**src/hdl/lcc_defines.svh**
```systemverilog
`ifndef LCC_DEFINES_SVH
`define LCC_DEFINES_SVH

// sequence numbers run modulo 128
`define LCC_SEQ_W 7
`define LCC_SEQ_N 128
`define LCC_CNT_W 8

// reset values
`define LCC_SEQ_RST 7'h00
`define LCC_CNT_RST 8'h00

// frame field layout, msb first: kind, send seq, recv seq, poll/final, has info
`define LCC_KIND_W 3
`define LCC_FRM_W 19

`endif

```
**src/hdl/lcc_pkg.sv**
```systemverilog
`include "lcc_defines.svh"

package lcc_pkg;

  typedef logic [`LCC_SEQ_W-1:0] lcc_seq_t;
  typedef logic [`LCC_CNT_W-1:0] lcc_cnt_t;

  typedef enum logic [`LCC_KIND_W-1:0] {
    FRM_INFO        = 3'h0,
    FRM_SEL_REJ     = 3'h1,
    FRM_SET_BAL     = 3'h2,
    FRM_TEARDOWN    = 3'h3,
    FRM_RESET_RX    = 3'h4,
    FRM_UNNUM_ACK   = 3'h5,
    FRM_DISCON_MODE = 3'h6,
    FRM_OTHER       = 3'h7
  } lcc_kind_t;

  typedef struct packed {
    lcc_kind_t kind;
    lcc_seq_t ns;
    lcc_seq_t nr;
    logic pf;
    logic has_info;
  } lcc_frm_t;

  // local requests from the station's upper layer
  typedef enum logic [1:0] {
    CMD_CONNECT    = 2'h0,
    CMD_DISCONNECT = 2'h1,
    CMD_RESET_RX   = 2'h2,
    CMD_SEL_REJ    = 2'h3
  } lcc_cmd_t;

  // gray codes along discon -> wait_set -> balanced -> wait_reset -> wait_tear
  typedef enum logic [2:0] {
    ST_DISCON     = 3'b000,
    ST_WAIT_SET   = 3'b001,
    ST_BALANCED   = 3'b011,
    ST_WAIT_RESET = 3'b010,
    ST_WAIT_TEAR  = 3'b110
  } lcc_state_t;

  typedef enum logic [1:0] {
    EX_NONE  = 2'h0,
    EX_SET   = 2'h1,
    EX_TEAR  = 2'h2,
    EX_RESET = 2'h3
  } lcc_exec_t;

  typedef struct packed {
    lcc_state_t state;
    lcc_exec_t exec;
    logic ack_pend;
    logic status_pend;
    logic out_v;
    lcc_frm_t out;
    lcc_seq_t vs;
    lcc_seq_t vr;
    lcc_seq_t va;
    lcc_seq_t last_nr;
    lcc_cnt_t unack;
    logic [`LCC_SEQ_N-1:0] selrej_mask;
    logic selrej_busy;
    logic cmd_ready;
    logic info_ready;
    logic link_up;
    logic rtx_valid;
    lcc_seq_t rtx_ns;
    logic bad_ns;
  } lcc_ctl_st_t;

endpackage

```
**src/hdl/lcc_link_ctl.sv**
```systemverilog
`include "lcc_defines.svh"
`timescale 1ns/1ps
`default_nettype none

module lcc_link_ctl
  import lcc_pkg::*;
(
  input wire logic sys_clk, // 50 MHz clock
  input wire logic arst_n, // async reset, active low
  input wire logic rx_valid, // received frame strobe
  input var lcc_frm_t rx_frame, // received frame fields
  input wire logic [`LCC_SEQ_W-1:0] window_k, // max outstanding info frames
  input wire logic cmd_valid, // local command offered
  input var lcc_cmd_t cmd_kind, // local command
  input wire logic [`LCC_SEQ_W-1:0] cmd_nr, // seq for selective reject
  output logic cmd_ready, // command taken when high with valid
  input wire logic info_valid, // new info frame offered
  output logic info_ready, // info frame taken when high with valid and cmd_valid low
  output logic tx_valid, // frame to send
  input wire logic tx_ready, // frame taken by transmitter
  output lcc_frm_t tx_frame, // frame to send
  output logic link_up, // balanced mode active
  output logic [`LCC_SEQ_W-1:0] send_state_var, // next send number
  output logic [`LCC_SEQ_W-1:0] receive_state_var, // next expected number
  output logic [`LCC_CNT_W-1:0] unack_cnt, // info frames awaiting ack
  output logic selrej_busy, // a selective reject is pending
  output logic rtx_valid, // one-cycle resend request
  output logic [`LCC_SEQ_W-1:0] rtx_ns, // send number to resend
  output logic bad_ns // one-cycle invalid send number flag
);

  lcc_ctl_st_t s_r;
  lcc_ctl_st_t s_nxt;
  logic buf_in_ready;
  logic push;
  logic cmd_take;
  logic info_take;
  lcc_seq_t ns_off;
  lcc_seq_t ack_adv;

  lcc_buf2 #(.W(`LCC_FRM_W)) u_buf (
    .sys_clk(sys_clk),
    .arst_n(arst_n),
    .in_valid(s_r.out_v),
    .in_ready(buf_in_ready),
    .in_data(s_r.out),
    .out_valid(tx_valid),
    .out_ready(tx_ready),
    .out_data(tx_frame)
  );

  assign push = s_r.out_v && buf_in_ready;
  assign cmd_take = cmd_valid && s_r.cmd_ready;
  assign info_take = info_valid && s_r.info_ready;
  assign ns_off = rx_frame.ns - s_r.last_nr;
  assign ack_adv = rx_frame.nr - s_r.va;

  assign cmd_ready = s_r.cmd_ready;
  assign info_ready = s_r.info_ready;
  assign link_up = s_r.link_up;
  assign send_state_var = s_r.vs;
  assign receive_state_var = s_r.vr;
  assign unack_cnt = s_r.unack;
  assign selrej_busy = s_r.selrej_busy;
  assign rtx_valid = s_r.rtx_valid;
  assign rtx_ns = s_r.rtx_ns;
  assign bad_ns = s_r.bad_ns;

  // builds an unnumbered frame; carries no sequence change and no info
  function automatic lcc_frm_t unnum(input lcc_kind_t k);
    lcc_frm_t f;
    f = '0;
    f.kind = k;
    f.pf = 1'b1;
    f.has_info = 1'b0;
    return f;
  endfunction

  always_comb begin
    s_nxt = s_r;
    s_nxt.rtx_valid = 1'b0;
    s_nxt.bad_ns = 1'b0;
    if (push) begin
      s_nxt.out_v = 1'b0;
    end

    // received frames
    if (rx_valid) begin
      case (rx_frame.kind)
        FRM_SET_BAL: begin
          s_nxt.ack_pend = 1'b1;
          s_nxt.exec = EX_SET;
        end
        FRM_TEARDOWN: begin
          if (s_r.state == ST_DISCON) begin
            s_nxt.status_pend = 1'b1;
          end else begin
            s_nxt.ack_pend = 1'b1;
            s_nxt.exec = EX_TEAR;
          end
        end
        FRM_RESET_RX: begin
          if (s_r.state == ST_BALANCED) begin
            s_nxt.ack_pend = 1'b1;
            s_nxt.exec = EX_RESET;
          end else if (s_r.state == ST_DISCON) begin
            s_nxt.status_pend = 1'b1;
          end
        end
        FRM_UNNUM_ACK: begin
          case (s_r.state)
            ST_WAIT_SET: begin
              s_nxt.state = ST_BALANCED;
              s_nxt.vs = `LCC_SEQ_RST;
              s_nxt.vr = `LCC_SEQ_RST;
              s_nxt.va = `LCC_SEQ_RST;
              s_nxt.last_nr = `LCC_SEQ_RST;
            end
            ST_WAIT_RESET: begin
              s_nxt.state = ST_BALANCED;
              s_nxt.vs = `LCC_SEQ_RST;
              s_nxt.va = `LCC_SEQ_RST;
            end
            ST_WAIT_TEAR: begin
              s_nxt.state = ST_DISCON;
            end
            default: begin
            end
          endcase
        end
        FRM_DISCON_MODE: begin
          if (s_r.state != ST_DISCON) begin
            s_nxt.state = ST_DISCON;
          end
        end
        FRM_INFO: begin
          if (s_r.state == ST_BALANCED) begin
            if (ns_off >= window_k) begin
              s_nxt.bad_ns = 1'b1;
            end else begin
              if (rx_frame.ns == s_r.vr) begin
                s_nxt.vr = s_r.vr + 7'h01;
              end
              s_nxt.selrej_mask[rx_frame.ns] = 1'b0;
              if (`LCC_CNT_W'(ack_adv) <= s_r.unack) begin
                s_nxt.va = rx_frame.nr;
                s_nxt.unack = s_r.unack - `LCC_CNT_W'(ack_adv);
              end
            end
          end
        end
        FRM_SEL_REJ: begin
          if (s_r.state == ST_BALANCED) begin
            s_nxt.rtx_valid = 1'b1;
            s_nxt.rtx_ns = rx_frame.nr;
            if (rx_frame.pf && (`LCC_CNT_W'(ack_adv) <= s_r.unack)) begin
              s_nxt.va = rx_frame.nr;
              s_nxt.unack = s_r.unack - `LCC_CNT_W'(ack_adv);
            end
          end
        end
        default: begin
        end
      endcase
    end

    // outgoing frame selection; pending responses go first
    if (!s_nxt.out_v) begin
      if (s_r.ack_pend) begin
        s_nxt.out = unnum(FRM_UNNUM_ACK);
        s_nxt.out_v = 1'b1;
        s_nxt.ack_pend = 1'b0;
      end else if (s_r.status_pend) begin
        s_nxt.out = unnum(FRM_DISCON_MODE);
        s_nxt.out_v = 1'b1;
        s_nxt.status_pend = 1'b0;
      end else if (cmd_take) begin
        case (cmd_kind)
          CMD_CONNECT: begin
            s_nxt.out = unnum(FRM_SET_BAL);
            s_nxt.out_v = 1'b1;
            s_nxt.state = ST_WAIT_SET;
          end
          CMD_DISCONNECT: begin
            if (s_r.state == ST_BALANCED) begin
              s_nxt.out = unnum(FRM_TEARDOWN);
              s_nxt.out_v = 1'b1;
              s_nxt.state = ST_WAIT_TEAR;
            end
          end
          CMD_RESET_RX: begin
            if (s_r.state == ST_BALANCED) begin
              s_nxt.out = unnum(FRM_RESET_RX);
              s_nxt.out_v = 1'b1;
              s_nxt.state = ST_WAIT_RESET;
            end
          end
          CMD_SEL_REJ: begin
            if (s_r.state == ST_BALANCED) begin
              s_nxt.out = '0;
              s_nxt.out.kind = FRM_SEL_REJ;
              s_nxt.out.nr = cmd_nr;
              s_nxt.out_v = 1'b1;
              s_nxt.last_nr = cmd_nr;
              s_nxt.selrej_mask[cmd_nr] = 1'b1;
            end
          end
          default: begin
          end
        endcase
      end else if (info_take) begin
        s_nxt.out = '0;
        s_nxt.out.kind = FRM_INFO;
        s_nxt.out.ns = s_r.vs;
        s_nxt.out.nr = s_nxt.vr;
        s_nxt.out.has_info = 1'b1;
        s_nxt.out_v = 1'b1;
        s_nxt.last_nr = s_nxt.vr;
        s_nxt.vs = s_r.vs + 7'h01;
        s_nxt.unack = s_r.unack + 8'h01;
      end
    end

    // accepted command runs once its acknowledge has left the station
    if (s_r.exec != EX_NONE && !s_r.ack_pend && !s_r.out_v && !tx_valid) begin
      case (s_r.exec)
        EX_SET: begin
          s_nxt.state = ST_BALANCED;
          s_nxt.vs = `LCC_SEQ_RST;
          s_nxt.vr = `LCC_SEQ_RST;
          s_nxt.va = `LCC_SEQ_RST;
          s_nxt.last_nr = `LCC_SEQ_RST;
        end
        EX_TEAR: begin
          s_nxt.state = ST_DISCON;
        end
        EX_RESET: begin
          s_nxt.vr = `LCC_SEQ_RST;
        end
        default: begin
        end
      endcase
      s_nxt.exec = EX_NONE;
    end

    s_nxt.link_up = (s_nxt.state == ST_BALANCED);
    s_nxt.selrej_busy = |s_nxt.selrej_mask;
    s_nxt.cmd_ready = !s_nxt.out_v && !s_nxt.ack_pend && !s_nxt.status_pend
                      && (s_nxt.exec == EX_NONE);
    s_nxt.info_ready = s_nxt.cmd_ready && (s_nxt.state == ST_BALANCED)
                       && (s_nxt.unack < {1'b0, window_k});
  end

  always_ff @(posedge sys_clk or negedge arst_n) begin
    if (!arst_n) begin
      s_r <= '0;
    end else begin
      s_r <= s_nxt;
    end
  end

endmodule

`default_nettype wire

```
**src/hdl/lcc_buf2.sv**
```systemverilog
`timescale 1ns/1ps
`default_nettype none

// two-entry buffer; outputs come straight from flip-flops
module lcc_buf2 #(
  parameter int W = 8
) (
  input wire logic sys_clk, // clock
  input wire logic arst_n, // async reset, active low
  input wire logic in_valid, // word offered
  output logic in_ready, // room for a word
  input wire logic [W-1:0] in_data, // offered word
  output logic out_valid, // head word valid
  input wire logic out_ready, // drain side takes head
  output logic [W-1:0] out_data // head word
);

  typedef struct packed {
    logic [W-1:0] head;
    logic [W-1:0] tail;
    logic hv;
    logic tv;
  } buf_st_t;

  buf_st_t s_r;
  buf_st_t s_nxt;

  assign in_ready = ~s_r.tv;
  assign out_valid = s_r.hv;
  assign out_data = s_r.head;

  always_comb begin
    s_nxt = s_r;
    if (s_r.hv && out_ready) begin
      s_nxt.head = s_r.tail;
      s_nxt.hv = s_r.tv;
      s_nxt.tv = 1'b0;
    end
    if (in_valid && !s_r.tv) begin
      if (!s_nxt.hv) begin
        s_nxt.head = in_data;
        s_nxt.hv = 1'b1;
      end else begin
        s_nxt.tail = in_data;
        s_nxt.tv = 1'b1;
      end
    end
  end

  always_ff @(posedge sys_clk or negedge arst_n) begin
    if (!arst_n) begin
      s_r <= '0;
    end else begin
      s_r <= s_nxt;
    end
  end

endmodule

`default_nettype wire

```
**config.mk**
```make
export PLATFORM = sky130hd
export DESIGN_NAME = lcc_link_ctl
export DESIGN_NICKNAME = d
export VERILOG_FILES = /design/src/hdl/lcc_pkg.sv /design/src/hdl/lcc_link_ctl.sv /design/src/hdl/lcc_buf2.sv
export VERILOG_INCLUDE_DIRS = /design/src /design/src/hdl
export SDC_FILE = /design/constraint.sdc
export NUM_CORES = 1
export LEC_CHECK = 0
export BUFFER_PORTS_ARGS = -buffer_cell sky130_fd_sc_hd__buf_2
export CAP_MARGIN = 10
export CORE_UTILIZATION = 55
export CTS_BUF_LIST = sky130_fd_sc_hd__clkbuf_16
export CTS_CLUSTER_DIAMETER = 120
export CTS_CLUSTER_SIZE = 10
export DETAILED_ROUTE_END_ITERATION = 8
export GPL_ROUTABILITY_DRIVEN = 0
export PLACE_DENSITY = 0.76
export SETUP_SLACK_MARGIN = 0.1
export SYNTH_ARGS = -nofsm -noshare
export SYNTH_HDL_FRONTEND = slang
export SYNTH_SLANG_ARGS = --single-unit
export TNS_END_PERCENT = 10
```
**constraint.sdc**
```tcl
create_clock -name sys_clk -period 5.5 [get_ports sys_clk]
set_input_delay 0.55 -clock sys_clk [delete_from_list [all_inputs] [get_ports sys_clk]]
set_output_delay 0.55 -clock sys_clk [all_outputs]
set_load 0.02 [all_outputs]
```
==> results of run 1 <==
## flip-flops by register name, summed over array words and instances, names as in the netlist
| name | cells |
|---|---|
| receive_state_var | 7 |
| u_buf.out_data | 19 |
| info_ready | 1 |
| rtx_valid | 1 |
| cmd_ready | 1 |
| link_up | 1 |
| u_buf.s_r | 20 |
| send_state_var | 7 |
| bad_ns | 1 |
| s_r | 169 |
| u_buf.out_valid | 1 |
| selrej_busy | 1 |
| rtx_ns | 7 |
| unack_cnt | 8 |
## routing by layer
metal / track usage / wire length (um) / vias up
li1: - / - / 5245
met1: 0.446 / 16400 / 5662
met2: 0.483 / 17600 / 817
met3: 0.0671 / 4380 / 135
met4: 0.137 / 1600 / 0
met5: 0 / 0 / -
## power by group
part | total, mW | leakage, nW | switching, mW | internal (mW)
clock | 1.61 | 0.362 | 0.696 | 0.918
sequential | 2.28 | 3.26 | 0.233 | 2.05
combinational | 2.66 | 2.95 | 1.69 | 0.968
total | 6.56 | 6.57 | 2.62 | 3.94
## layout make-up
class | instances | area, sq um | share of cell area
Multi-Input combinational cell | 994 | 6410 | 0.438
Inverter | 57 | 214 | 0.0146
Sequential cell | 244 | 6110 | 0.417
Clock buffer | 29 | 726 | 0.0496
Timing Repair Buffer | 130 | 763 | 0.0522
Antenna cell | 2 | 5.00 | 0.000342
Tap cell | 319 | 399 | 0.0273
Clock inverter | 1 | 8.76 | 0.000599
## cell usage after synthesis (20+ instances only)
cell / number
a21oi_1: 61
o21ai_0: 185
nand3_1: 33
o31ai_1: 25
clkbuf_1: 62
buf_4: 49
o21ai_1: 22
dfrtp_1: 244
nor2_1: 106
mux2_2: 27
inv_1: 56
ha_1: 38
mux2i_1: 20
nor4_1: 28
o41ai_1: 25
nand4_1: 22
nand2_1: 93
## how the worst max path moves through the flow
stage	start	cells past startpoint	end	slack, ns
3_3_place_gp	rx_frame[9]	21	selrej_busy$_DFF_PN0_	0.01
2_1_floorplan	rx_frame[10]	27	info_ready$_DFF_PN0_	0.34
4_1_cts	s_r[149]$_DFF_PN0_	17	selrej_busy$_DFF_PN0_	0.47
3_5_place_dp	rx_frame[9]	21	selrej_busy$_DFF_PN0_	0.006
6_report	s_r[149]$_DFF_PN0_	17	selrej_busy$_DFF_PN0_	0.32
5_1_grt	s_r[149]$_DFF_PN0_	22	info_ready$_DFF_PN0_	0.13
## cells by family (layout without fill, tap and decap cells)
family	after synthesis	after routing
buf+inv	185	217
other cells	0	2
compound gates	451	451
xor+xnor	31	31
fa+ha+maj	41	41
simple gates	424	424
flops	244	244
mux	47	47
==> flow_metrics.py, run 1 <==
metrics = {
    "run_status": {
        "status": "finished, final reports clean",
    },
    "drt": {
        "vias": 11900,
        "post_drt_via_cell_ratio": 6.68,
        "firstDrtPassIters": 5,
        "drtAntennaViolNets": 0,
        "drt_iter0_drc": 1404,
        "drc": 0,
        "wl_um": 40000,
        "routedWlPerCell_um": 22.5,
    },
    "critical_path": {
        "ff2ff_path_depth": 17,
        "cp-start-kind": "flip-flop",
        "cp_data_required_time_ns": 5.91,
        "ff2ff_setup_slack_ns": 0.32,
        "path_delay_family": "compound AO/OA/AOI/OAI gates",
        "path_class": "flip-flop to flip-flop",
        "cp_slowest_stage_delay_ns": 0.69,
        "worst_path_max_delay_cell": "a2111oi_0",
        "critical_path_buf_inv_count": 2,
        "reg2reg_to": "selrej_busy$_DFF_PN0_",
        "end_kind": "flip-flop",
        "crit_chain": "ha_1 > fa_1 > inv_1 > a21o_1 > a21oi_1 > xnor2_1 > ha_1 > a211oi_1 > o211ai_1 > a2111oi_0 > buf_4 > o22a_1 > o221ai_1 > nor4_1 > nand4b_1 > nand4b_1 > or4_1",
        "crit_path_max_fanout": 5,
        "r2r_start": "s_r[149]$_DFF_PN0_",
        "arrival_ns": 5.59,
    },
    "logic_synthesis": {
        "syn_area_sq_mm": 0.0134,
        "synth_warnings": 0,
        "ys_async_sr_fraction": 1.00,
        "synth_flop_cell": "dfrtp_1",
        "syn_nets": 1505,
        "synth-xor-area-share": 0.0203,
        "synthAdderAreaFrac": 0.0400,
        "synth_cell_types": 77,
        "yosys.area_share.simple": 0.169,
        "synth_compound_area_frac": 0.210,
        "synth_seq_cells": 244,
        "syn_inst": 1423,
        "synth_area_per_cell_sq_um": 9.41,
        "netlist.area_leader.share": 0.456,
        "yosysTopAreaCell": "dfrtp_1",
        "seq_area_frac_synth": 0.456,
        "synth_edf_count": 0,
        "synth_mux_area_frac": 0.0376,
        "synth_top_family_by_area": "compound AO/OA/AOI/OAI gates",
        "synth_area_leaders": "dfrtp_1 46%, o21ai_0 6.9%, ha_1 3.6%, nor2_1 3.0%, buf_4 2.7%",
    },
    "floorplan": {
        "die_w_um": 158,
        "io_pins": 96,
        "start_util": 0.566,
        "rows": 56,
        "core-area_sq_mm": 0.0237,
        "die_h_um": 158,
        "die_area_sq_mm": 0.0250,
    },
    "sta": {
        "maxSlewViolCount": 0,
        "fin_crit_sh": 0.941,
        "fin_ws_ns": 0.322,
        "tns_ns": 0,
        "finalHoldViolCount": 0,
        "whs_ns": 0.132,
        "max_slew_margin": 0.249,
        "max_freq_mhz": 193,
        "worstMarginPinSlew_ns": 1.13,
        "period_needed_ns": 5.18,
        "rsz0062_at_grt": "false",
        "fin_skew_ns": 0.0170,
        "setup_viol": 0,
    },
    "finish": {
        "final_cell_mix": "244 x dfrtp_1, 184 x o21ai_0, 106 x nor2_1",
        "finalInstanceArea_sq_mm": 0.0146,
        "fill_cells": 2008,
        "finalNetCount": 1537,
        "final_core_utilization": 0.618,
        "final_common_cell": "dfrtp_1",
        "drive_above_1_share": 0.149,
        "fin_cells": 1776,
        "area_growth_pct": 9.25,
    },
    "clock_network": {
        "tritoncts": "yes",
        "cts.sinks": 244,
        "cts_hold_buffers": 0,
        "post_cts_buffers": 0,
        "path_clk_slew_ns": 0.06,
        "clock_latency_ns": 0.55,
        "cts_root_buffer": "clkbuf_16",
        "cts_resized": 0,
        "clk_path_buf_depth": 3,
        "htreeDepth": 1,
        "cts-buffers-inserted": 28,
    },
    "placement": {
        "port_buffers": 94,
        "dp_slack_ns": 0.00595,
        "placed_area_sq_mm": 0.0139,
        "dp_cells": 1744,
        "hpwl_um": 27800,
    },
    "pwr": {
        "irDropWorstVdd_mv": 0.259,
        "finalPower_mw": 6.56,
        "leakagePower_nw": 6.57,
        "powerDensity_mw_per_mm2": 448,
    },
    "grt": {
        "grt_first_pass_wirelength_um": 61200,
        "grt_max_degree": 142,
        "antenna_found_initial": 3,
        "gr-total-overflow": 0,
        "grt_pass1_vias": 10900,
        "gr-usage-all-layers": 0.320,
    },
    "run": {
        "drv_cap": 0,
    },
    "worst_hold_path": {
        "hp-class": "primary input to asynchronous set/reset pin",
    },
}
(Power assumes the default switching activity.)
==> run 2: changes to the inputs <==
Settings changed: CORE_UTILIZATION 55 to 35, PLACE_DENSITY 0.76 to 0.53.
==> run 2 against run 1 <==
Compared with the run above: the flow now finishes with violations (negative hold slack); die area rose by 56%; final area rose by 1.8%; clock-buffer cell count fell by 1; sequential power barely moved; sequential share of layout area fell by 0.72 points; combinational power barely moved; critical path depth rose by 6; worst hold slack got worse by 0.14 ns; via count fell by 5.5%; wire length rose by 8.6%; fmax rose by 5.7%.
==> flow_metrics.py, run 2 (same netlist as run 1, synthesis figures left out) <==
metrics = {
    "critical_path": {
        "crit_path_max_fanout": 6,
        "end_kind": "flip-flop",
        "cp_slowest_stage_delay_ns": 0.42,
        "arrival_ns": 5.34,
        "crit_chain": "ha_1 > fa_1 > inv_1 > a21o_1 > a21oi_1 > o21bai_1 > a21oi_1 > xnor2_1 > ha_1 > nand4_1 > or2_1 > o21ai_2 > o31a_1 > o21a_1 > nor2_1 > nand2_1 > o221a_2 > ha_1 > a21oi_1 > o22ai_1 > nor2_1 > nand3_1 > a311oi_1",
        "cp_data_required_time_ns": 5.95,
        "cp-start-kind": "flip-flop",
        "worst_path_max_delay_cell": "fa_1",
        "timing.critical_path.from": "s_r[149]$_DFF_PN0_",
        "path_class": "flip-flop to flip-flop",
        "r2r_start": "s_r[149]$_DFF_PN0_",
    },
    "finish": {
        "seq_area_sq_mm": 0.00611,
        "area_growth_pct": 11.2,
        "drive_above_1_share": 0.152,
        "multi_input_area_sq_mm": 0.00641,
        "fin_cells": 1973,
        "finalInstanceArea_sq_mm": 0.0149,
        "fill_cells": 3795,
        "finalNetCount": 1542,
        "top_register": "s_r",
        "final_cell_mix": "244 x dfrtp_1, 184 x o21ai_0, 106 x nor2_1",
        "final_common_cell": "dfrtp_1",
        "final_core_utilization": 0.395,
        "largest_reg_flops": 169,
    },
    "run_status": {
        "status": "finished, violations left",
        "violations": "negative hold slack",
    },
    "drt": {
        "drt_iter0_drc": 1088,
        "routedWlPerCell_um": 22.0,
        "firstDrtPassIters": 6,
        "post_drt_via_cell_ratio": 5.68,
        "drtAntennaViolNets": 0,
        "vias": 11200,
        "drc": 0,
        "wl_um": 43400,
    },
    "grt": {
        "gr-total-overflow": 0,
        "gr-usage-all-layers": 0.223,
        "grt_first_pass_wirelength_um": 66300,
        "grt_pass1_vias": 10800,
        "antenna_found_initial": 2,
        "grt_max_degree": 96,
    },
    "run": {
        "drv_cap": 0,
    },
    "floorplan": {
        "rows": 71,
        "start_util": 0.356,
        "die_area_sq_mm": 0.0391,
        "die_w_um": 198,
        "die_h_um": 198,
        "core-area_sq_mm": 0.0377,
        "io_pins": 96,
    },
    "sta": {
        "tns_ns": 0,
        "finalHoldViolCount": 2,
        "worstMarginPinSlew_ns": 1.10,
        "fin_skew_ns": 0.0352,
        "whs_ns": -0.00620,
        "period_needed_ns": 4.90,
        "rsz0062_at_grt": "false",
        "maxSlewViolCount": 0,
        "setup_viol": 0,
        "max_freq_mhz": 204,
        "fin_crit_sh": 0.890,
        "max_slew_margin": 0.264,
    },
    "clock_network": {
        "path_clk_slew_ns": 0.06,
        "clock_latency_ns": 0.58,
        "cts_root_buffer": "clkbuf_16",
        "tritoncts": "yes",
        "cts_hold_buffers": 0,
        "cts.sinks": 244,
        "cts_resized": 0,
        "clk_path_buf_depth": 3,
        "cts-buffers-inserted": 28,
        "htreeDepth": 1,
        "post_cts_buffers": 0,
    },
    "worst_hold_path": {
        "hp-class": "primary input to asynchronous set/reset pin",
    },
    "placement": {
        "port_buffers": 94,
        "hpwl_um": 31200,
        "dp_cells": 1941,
        "placed_area_sq_mm": 0.0142,
    },
    "pwr": {
        "leakagePower_nw": 6.59,
        "irDropWorstVdd_mv": 0.233,
        "powerDensity_mw_per_mm2": 439,
    },
}
[run 2: worst max-delay path, delay by kind of cell, from the launching register on]
family,cells,cell delay (ns)
flops,1,0.41
simple gates,6,1.05
xor+xnor,1,0.13
compound gates,11,1.90
fa+ha+maj,4,1.24
buf+inv,1,0.07
[run 2: path summary, 6_finish.rpt]
kind | slack, ns | depth (start not counted) | endpoint
setup / recovery | 0.60 | 23 | info_ready$_DFF_PN0_
setup reg to reg | 0.60 | 23 | info_ready$_DFF_PN0_
max in group asynchronous | 4.11 | 2 | u_buf.out_data[12]$_DFF_PN0_
hold / removal | -0.006 | 1 | s_r[54]$_DFF_PN0_
hold reg to reg | 0.48 | 2 | rtx_ns[0]$_DFFE_PN0P_
min in group sys_clk | 0.28 | 3 | s_r[156]$_DFF_PN0_
[run 2: report_power, final]
group          internal, mW  total (mW)  switching (mW)
combinational         0.980        2.66            1.68
clock                 0.893        1.61           0.713
sequential             2.05        2.28           0.227
total                  3.92        6.54            2.62
[run 2: layer usage]
metal  part of all wire  track usage  wire, um
met2               0.45        0.350     19700
met4              0.034       0.0824      1470
met1               0.44        0.297     19000
met5                  0            0         0
met3              0.074       0.0529      3210
[run 2: layout make-up]
class / instances / share of cell area
Inverter: 57 / 0.0144
Multi-Input combinational cell: 994 / 0.431
Timing Repair Buffer: 135 / 0.0529
Clock buffer: 28 / 0.0471
Tap cell: 511 / 0.0429
Sequential cell: 244 / 0.410
Antenna cell: 2 / 0.000336
Clock inverter: 2 / 0.00168
[run 2: through the flow]
stage          setup WS (ns)  power (mW)
6_report               0.603        6.54
5_1_grt                0.193        6.98
4_1_cts                0.577        6.58
3_5_place_dp           0.226        4.95
3_3_place_gp           0.307        4.91
2_1_floorplan          0.338        4.24
==> run 3: changes to the inputs <==
Settings changed: SYNTH_HIERARCHICAL set to 1.
==> run 3 against run 2 <==
Compared with the run above: the run now ends clean; utilization grew 0.39 points; power increased by 2.7%; critical path depth fell by 4; clock skew is 0.024 ns lower; global-route usage is 0.63 points higher; critical endpoint is now selrej_busy$_DFF_PN0_; largest power group unchanged; highest routed layer unchanged.
==> flow_metrics.py, run 3 <==
metrics = {
    "clock_network": {
        "clk_path_buf_depth": 3,
        "htreeDepth": 1,
        "path_clk_slew_ns": 0.06,
        "cts_root_buffer": "clkbuf_16",
        "clock_latency_ns": 0.55,
        "cts-buffers-inserted": 28,
        "cts_hold_buffers": 0,
        "tritoncts": "yes",
        "cts.sinks": 244,
    },
    "drt": {
        "wl_met3_um": 3200,
        "drt-met1-wl_um": 20300,
        "wl_um": 46800,
        "dr_wl_met2_um": 21700,
        "drt_iter0_drc": 1238,
        "drtAntennaViolNets": 0,
        "post_drt_via_cell_ratio": 5.98,
        "drc": 0,
        "routedWlPerCell_um": 23.5,
        "vias": 11900,
        "firstDrtPassIters": 6,
        "top_layer_used": "met4",
    },
    "floorplan": {
        "core-area_sq_mm": 0.0390,
        "die_area_sq_mm": 0.0406,
        "start_util": 0.358,
        "rows": 72,
        "die_h_um": 202,
        "die_w_um": 202,
        "io_pins": 96,
    },
    "finish": {
        "area_growth_pct": 11.6,
        "finalNetCount": 1554,
        "largest_reg_flops": 169,
        "multi_input_area_sq_mm": 0.00686,
        "fill_cells": 3880,
        "seq_area_sq_mm": 0.00611,
        "top_register": "s_r",
        "final_cell_mix": "244 x dfrtp_1, 105 x o21ai_0, 93 x buf_2",
        "drive_above_1_share": 0.174,
        "final_common_cell": "dfrtp_1",
    },
    "logic_synthesis": {
        "synth_flop_cell": "dfrtp_1",
        "synth_cell_types": 78,
        "syn_inst": 1425,
        "synth_area_leaders": "dfrtp_1 44%, mux2_2 3.8%, o21ai_0 3.8%, o2111ai_1 3.6%, ha_1 3.4%",
        "synth_warnings": 6,
        "syn_nets": 1507,
        "syn_area_sq_mm": 0.0139,
        "yosysMostFrequentCell": "dfrtp_1",
        "ys_async_sr_fraction": 1.00,
        "seq_area_frac_synth": 0.438,
        "synth_area_per_cell_sq_um": 9.79,
        "synthTopCellsByCount": "244 x dfrtp_1, 105 x o21ai_0, 83 x nand2_1, 81 x inv_1, 65 x nor2_1",
        "yosysTopAreaCell": "dfrtp_1",
        "synth_edf_count": 0,
        "netlist.area_leader.share": 0.438,
        "synth_seq_cells": 244,
    },
    "critical_path": {
        "cp-start-kind": "flip-flop",
        "cp_data_required_time_ns": 5.91,
        "path_class": "flip-flop to flip-flop",
        "end_kind": "flip-flop",
        "ff2ff_path_depth": 19,
        "arrival_ns": 5.38,
        "crit_path_max_fanout": 23,
    },
    "sta": {
        "rsz0062_at_grt": "false",
        "tns_ns": 0,
        "max_freq_mhz": 201,
        "finalHoldViolCount": 0,
        "fin_skew_ns": 0.0112,
        "fin_crit_sh": 0.904,
        "period_needed_ns": 4.97,
        "worstMarginPinSlew_ns": 1.01,
        "whs_ns": 0.140,
        "setup_viol": 0,
        "max_slew_margin": 0.324,
        "maxSlewViolCount": 0,
    },
    "run": {
        "drv_cap": 0,
    },
    "placement": {
        "port_buffers": 94,
        "hpwl_um": 33600,
    },
    "pwr": {
        "powerDensity_mw_per_mm2": 431,
        "irDropWorstVdd_mv": 0.237,
        "leakagePower_nw": 7.00,
    },
    "grt": {
        "gr-usage-all-layers": 0.229,
        "grt_first_pass_wirelength_um": 72000,
        "gr-total-overflow": 0,
        "grt_max_degree": 129,
        "antenna_found_initial": 2,
        "grt_pass1_vias": 11500,
    },
    "run_status": {
        "status": "finished, final reports clean",
    },
    "worst_hold_path": {
        "hp-class": "primary input to asynchronous set/reset pin",
    },
}
## run 3: logic make-up (layout without fill, tap and decap cells)
kind of cell | count (synthesis) | in the layout | synth area share
compound gates | 427 | 427 | 0.218
xor+xnor | 30 | 30 | 0.0188
fa+ha+maj | 41 | 41 | 0.0384
buf+inv | 213 | 260 | 0.0736
flops | 244 | 244 | 0.438
mux | 67 | 67 | 0.0540
other cells | 0 | 1 | 0
simple gates | 403 | 403 | 0.159
## run 3: area by class of cell
class	count	area share
clock inverters	1	0.000563
well taps	518	0.0416
repair buffers	149	0.0590
flip-flops and latches	244	0.392
multi-input cells	968	0.440
clock buffers	29	0.0466
diodes	1	0.000161
inverters	81	0.0195
## run 3: worst max-delay path, stage by stage, from the launching register on
cell	delay, ns
dfrtp_1	0.43
ha_1	0.23
fa_1	0.40
inv_1	0.07
a21o_1	0.10
a21oi_1	0.09
o21bai_1	0.15
a21oi_1	0.10
xnor2_1	0.16
ha_1	0.26
a21o_1	0.24
a21oi_4	0.15
buf_4	0.21
buf_4	0.31
o2111ai_1	0.17
a22o_1	0.22
or4b_1	0.53
and4bb_1	0.30
nand4_1	0.13
or4_1	0.58
## run 3: path summary, 6_finish.rpt
path                                    start                        to  slack (ns)
min in group sys_clk              rx_frame[2]        s_r[156]$_DFF_PN0_        0.23
max in group asynchronous              arst_n        s_r[100]$_DFF_PN0_        4.13
setup / recovery           s_r[149]$_DFF_PN0_     selrej_busy$_DFF_PN0_        0.53
setup reg to reg           s_r[149]$_DFF_PN0_     selrej_busy$_DFF_PN0_        0.53
hold / removal                         arst_n  u_buf/s_r[2]$_DFFE_PN0P_        0.14
hold reg to reg             s_r[35]$_DFF_PN0_         s_r[35]$_DFF_PN0_        0.47
## run 3: through the flow
step	power, mW	instance area (sq um)	std cells	util	setup slack [ns]
after floorplan	4.15	13900	1425	-	0.197
after global placement	5.04	14800	1960	0.380	0.184
after detailed placement	5.06	14800	1960	0.380	0.164
after CTS	6.74	15600	1990	0.399	0.513
after global routing	7.09	15600	1990	0.399	0.168
final	6.72	15600	1991	0.399	0.530
## run 3: timing repair
| item | 4_1_cts | 5_1_grt |
|---|---|---|
| resized for setup | 0 | 1 |
| setup buffers | 0 | 0 |
| setup endpoints to repair | 0 | 1 |
## run 3: power by group
part / switching [mW] / leakage [nW] / internal (mW) / total, mW
registers: 0.200 / 3.23 / 2.00 / 2.20
logic: 1.89 / 3.41 / 0.972 / 2.86
clock network: 0.734 / 0.361 / 0.920 / 1.65
total: 2.82 / 7.00 / 3.89 / 6.72
## run 3: metal layers
layer	global-route usage	vias to the layer above
met1	0.308	5898
li1	-	5408
met3	0.0455	117
met2	0.365	474
met4	0.0836	0
met5	0	-
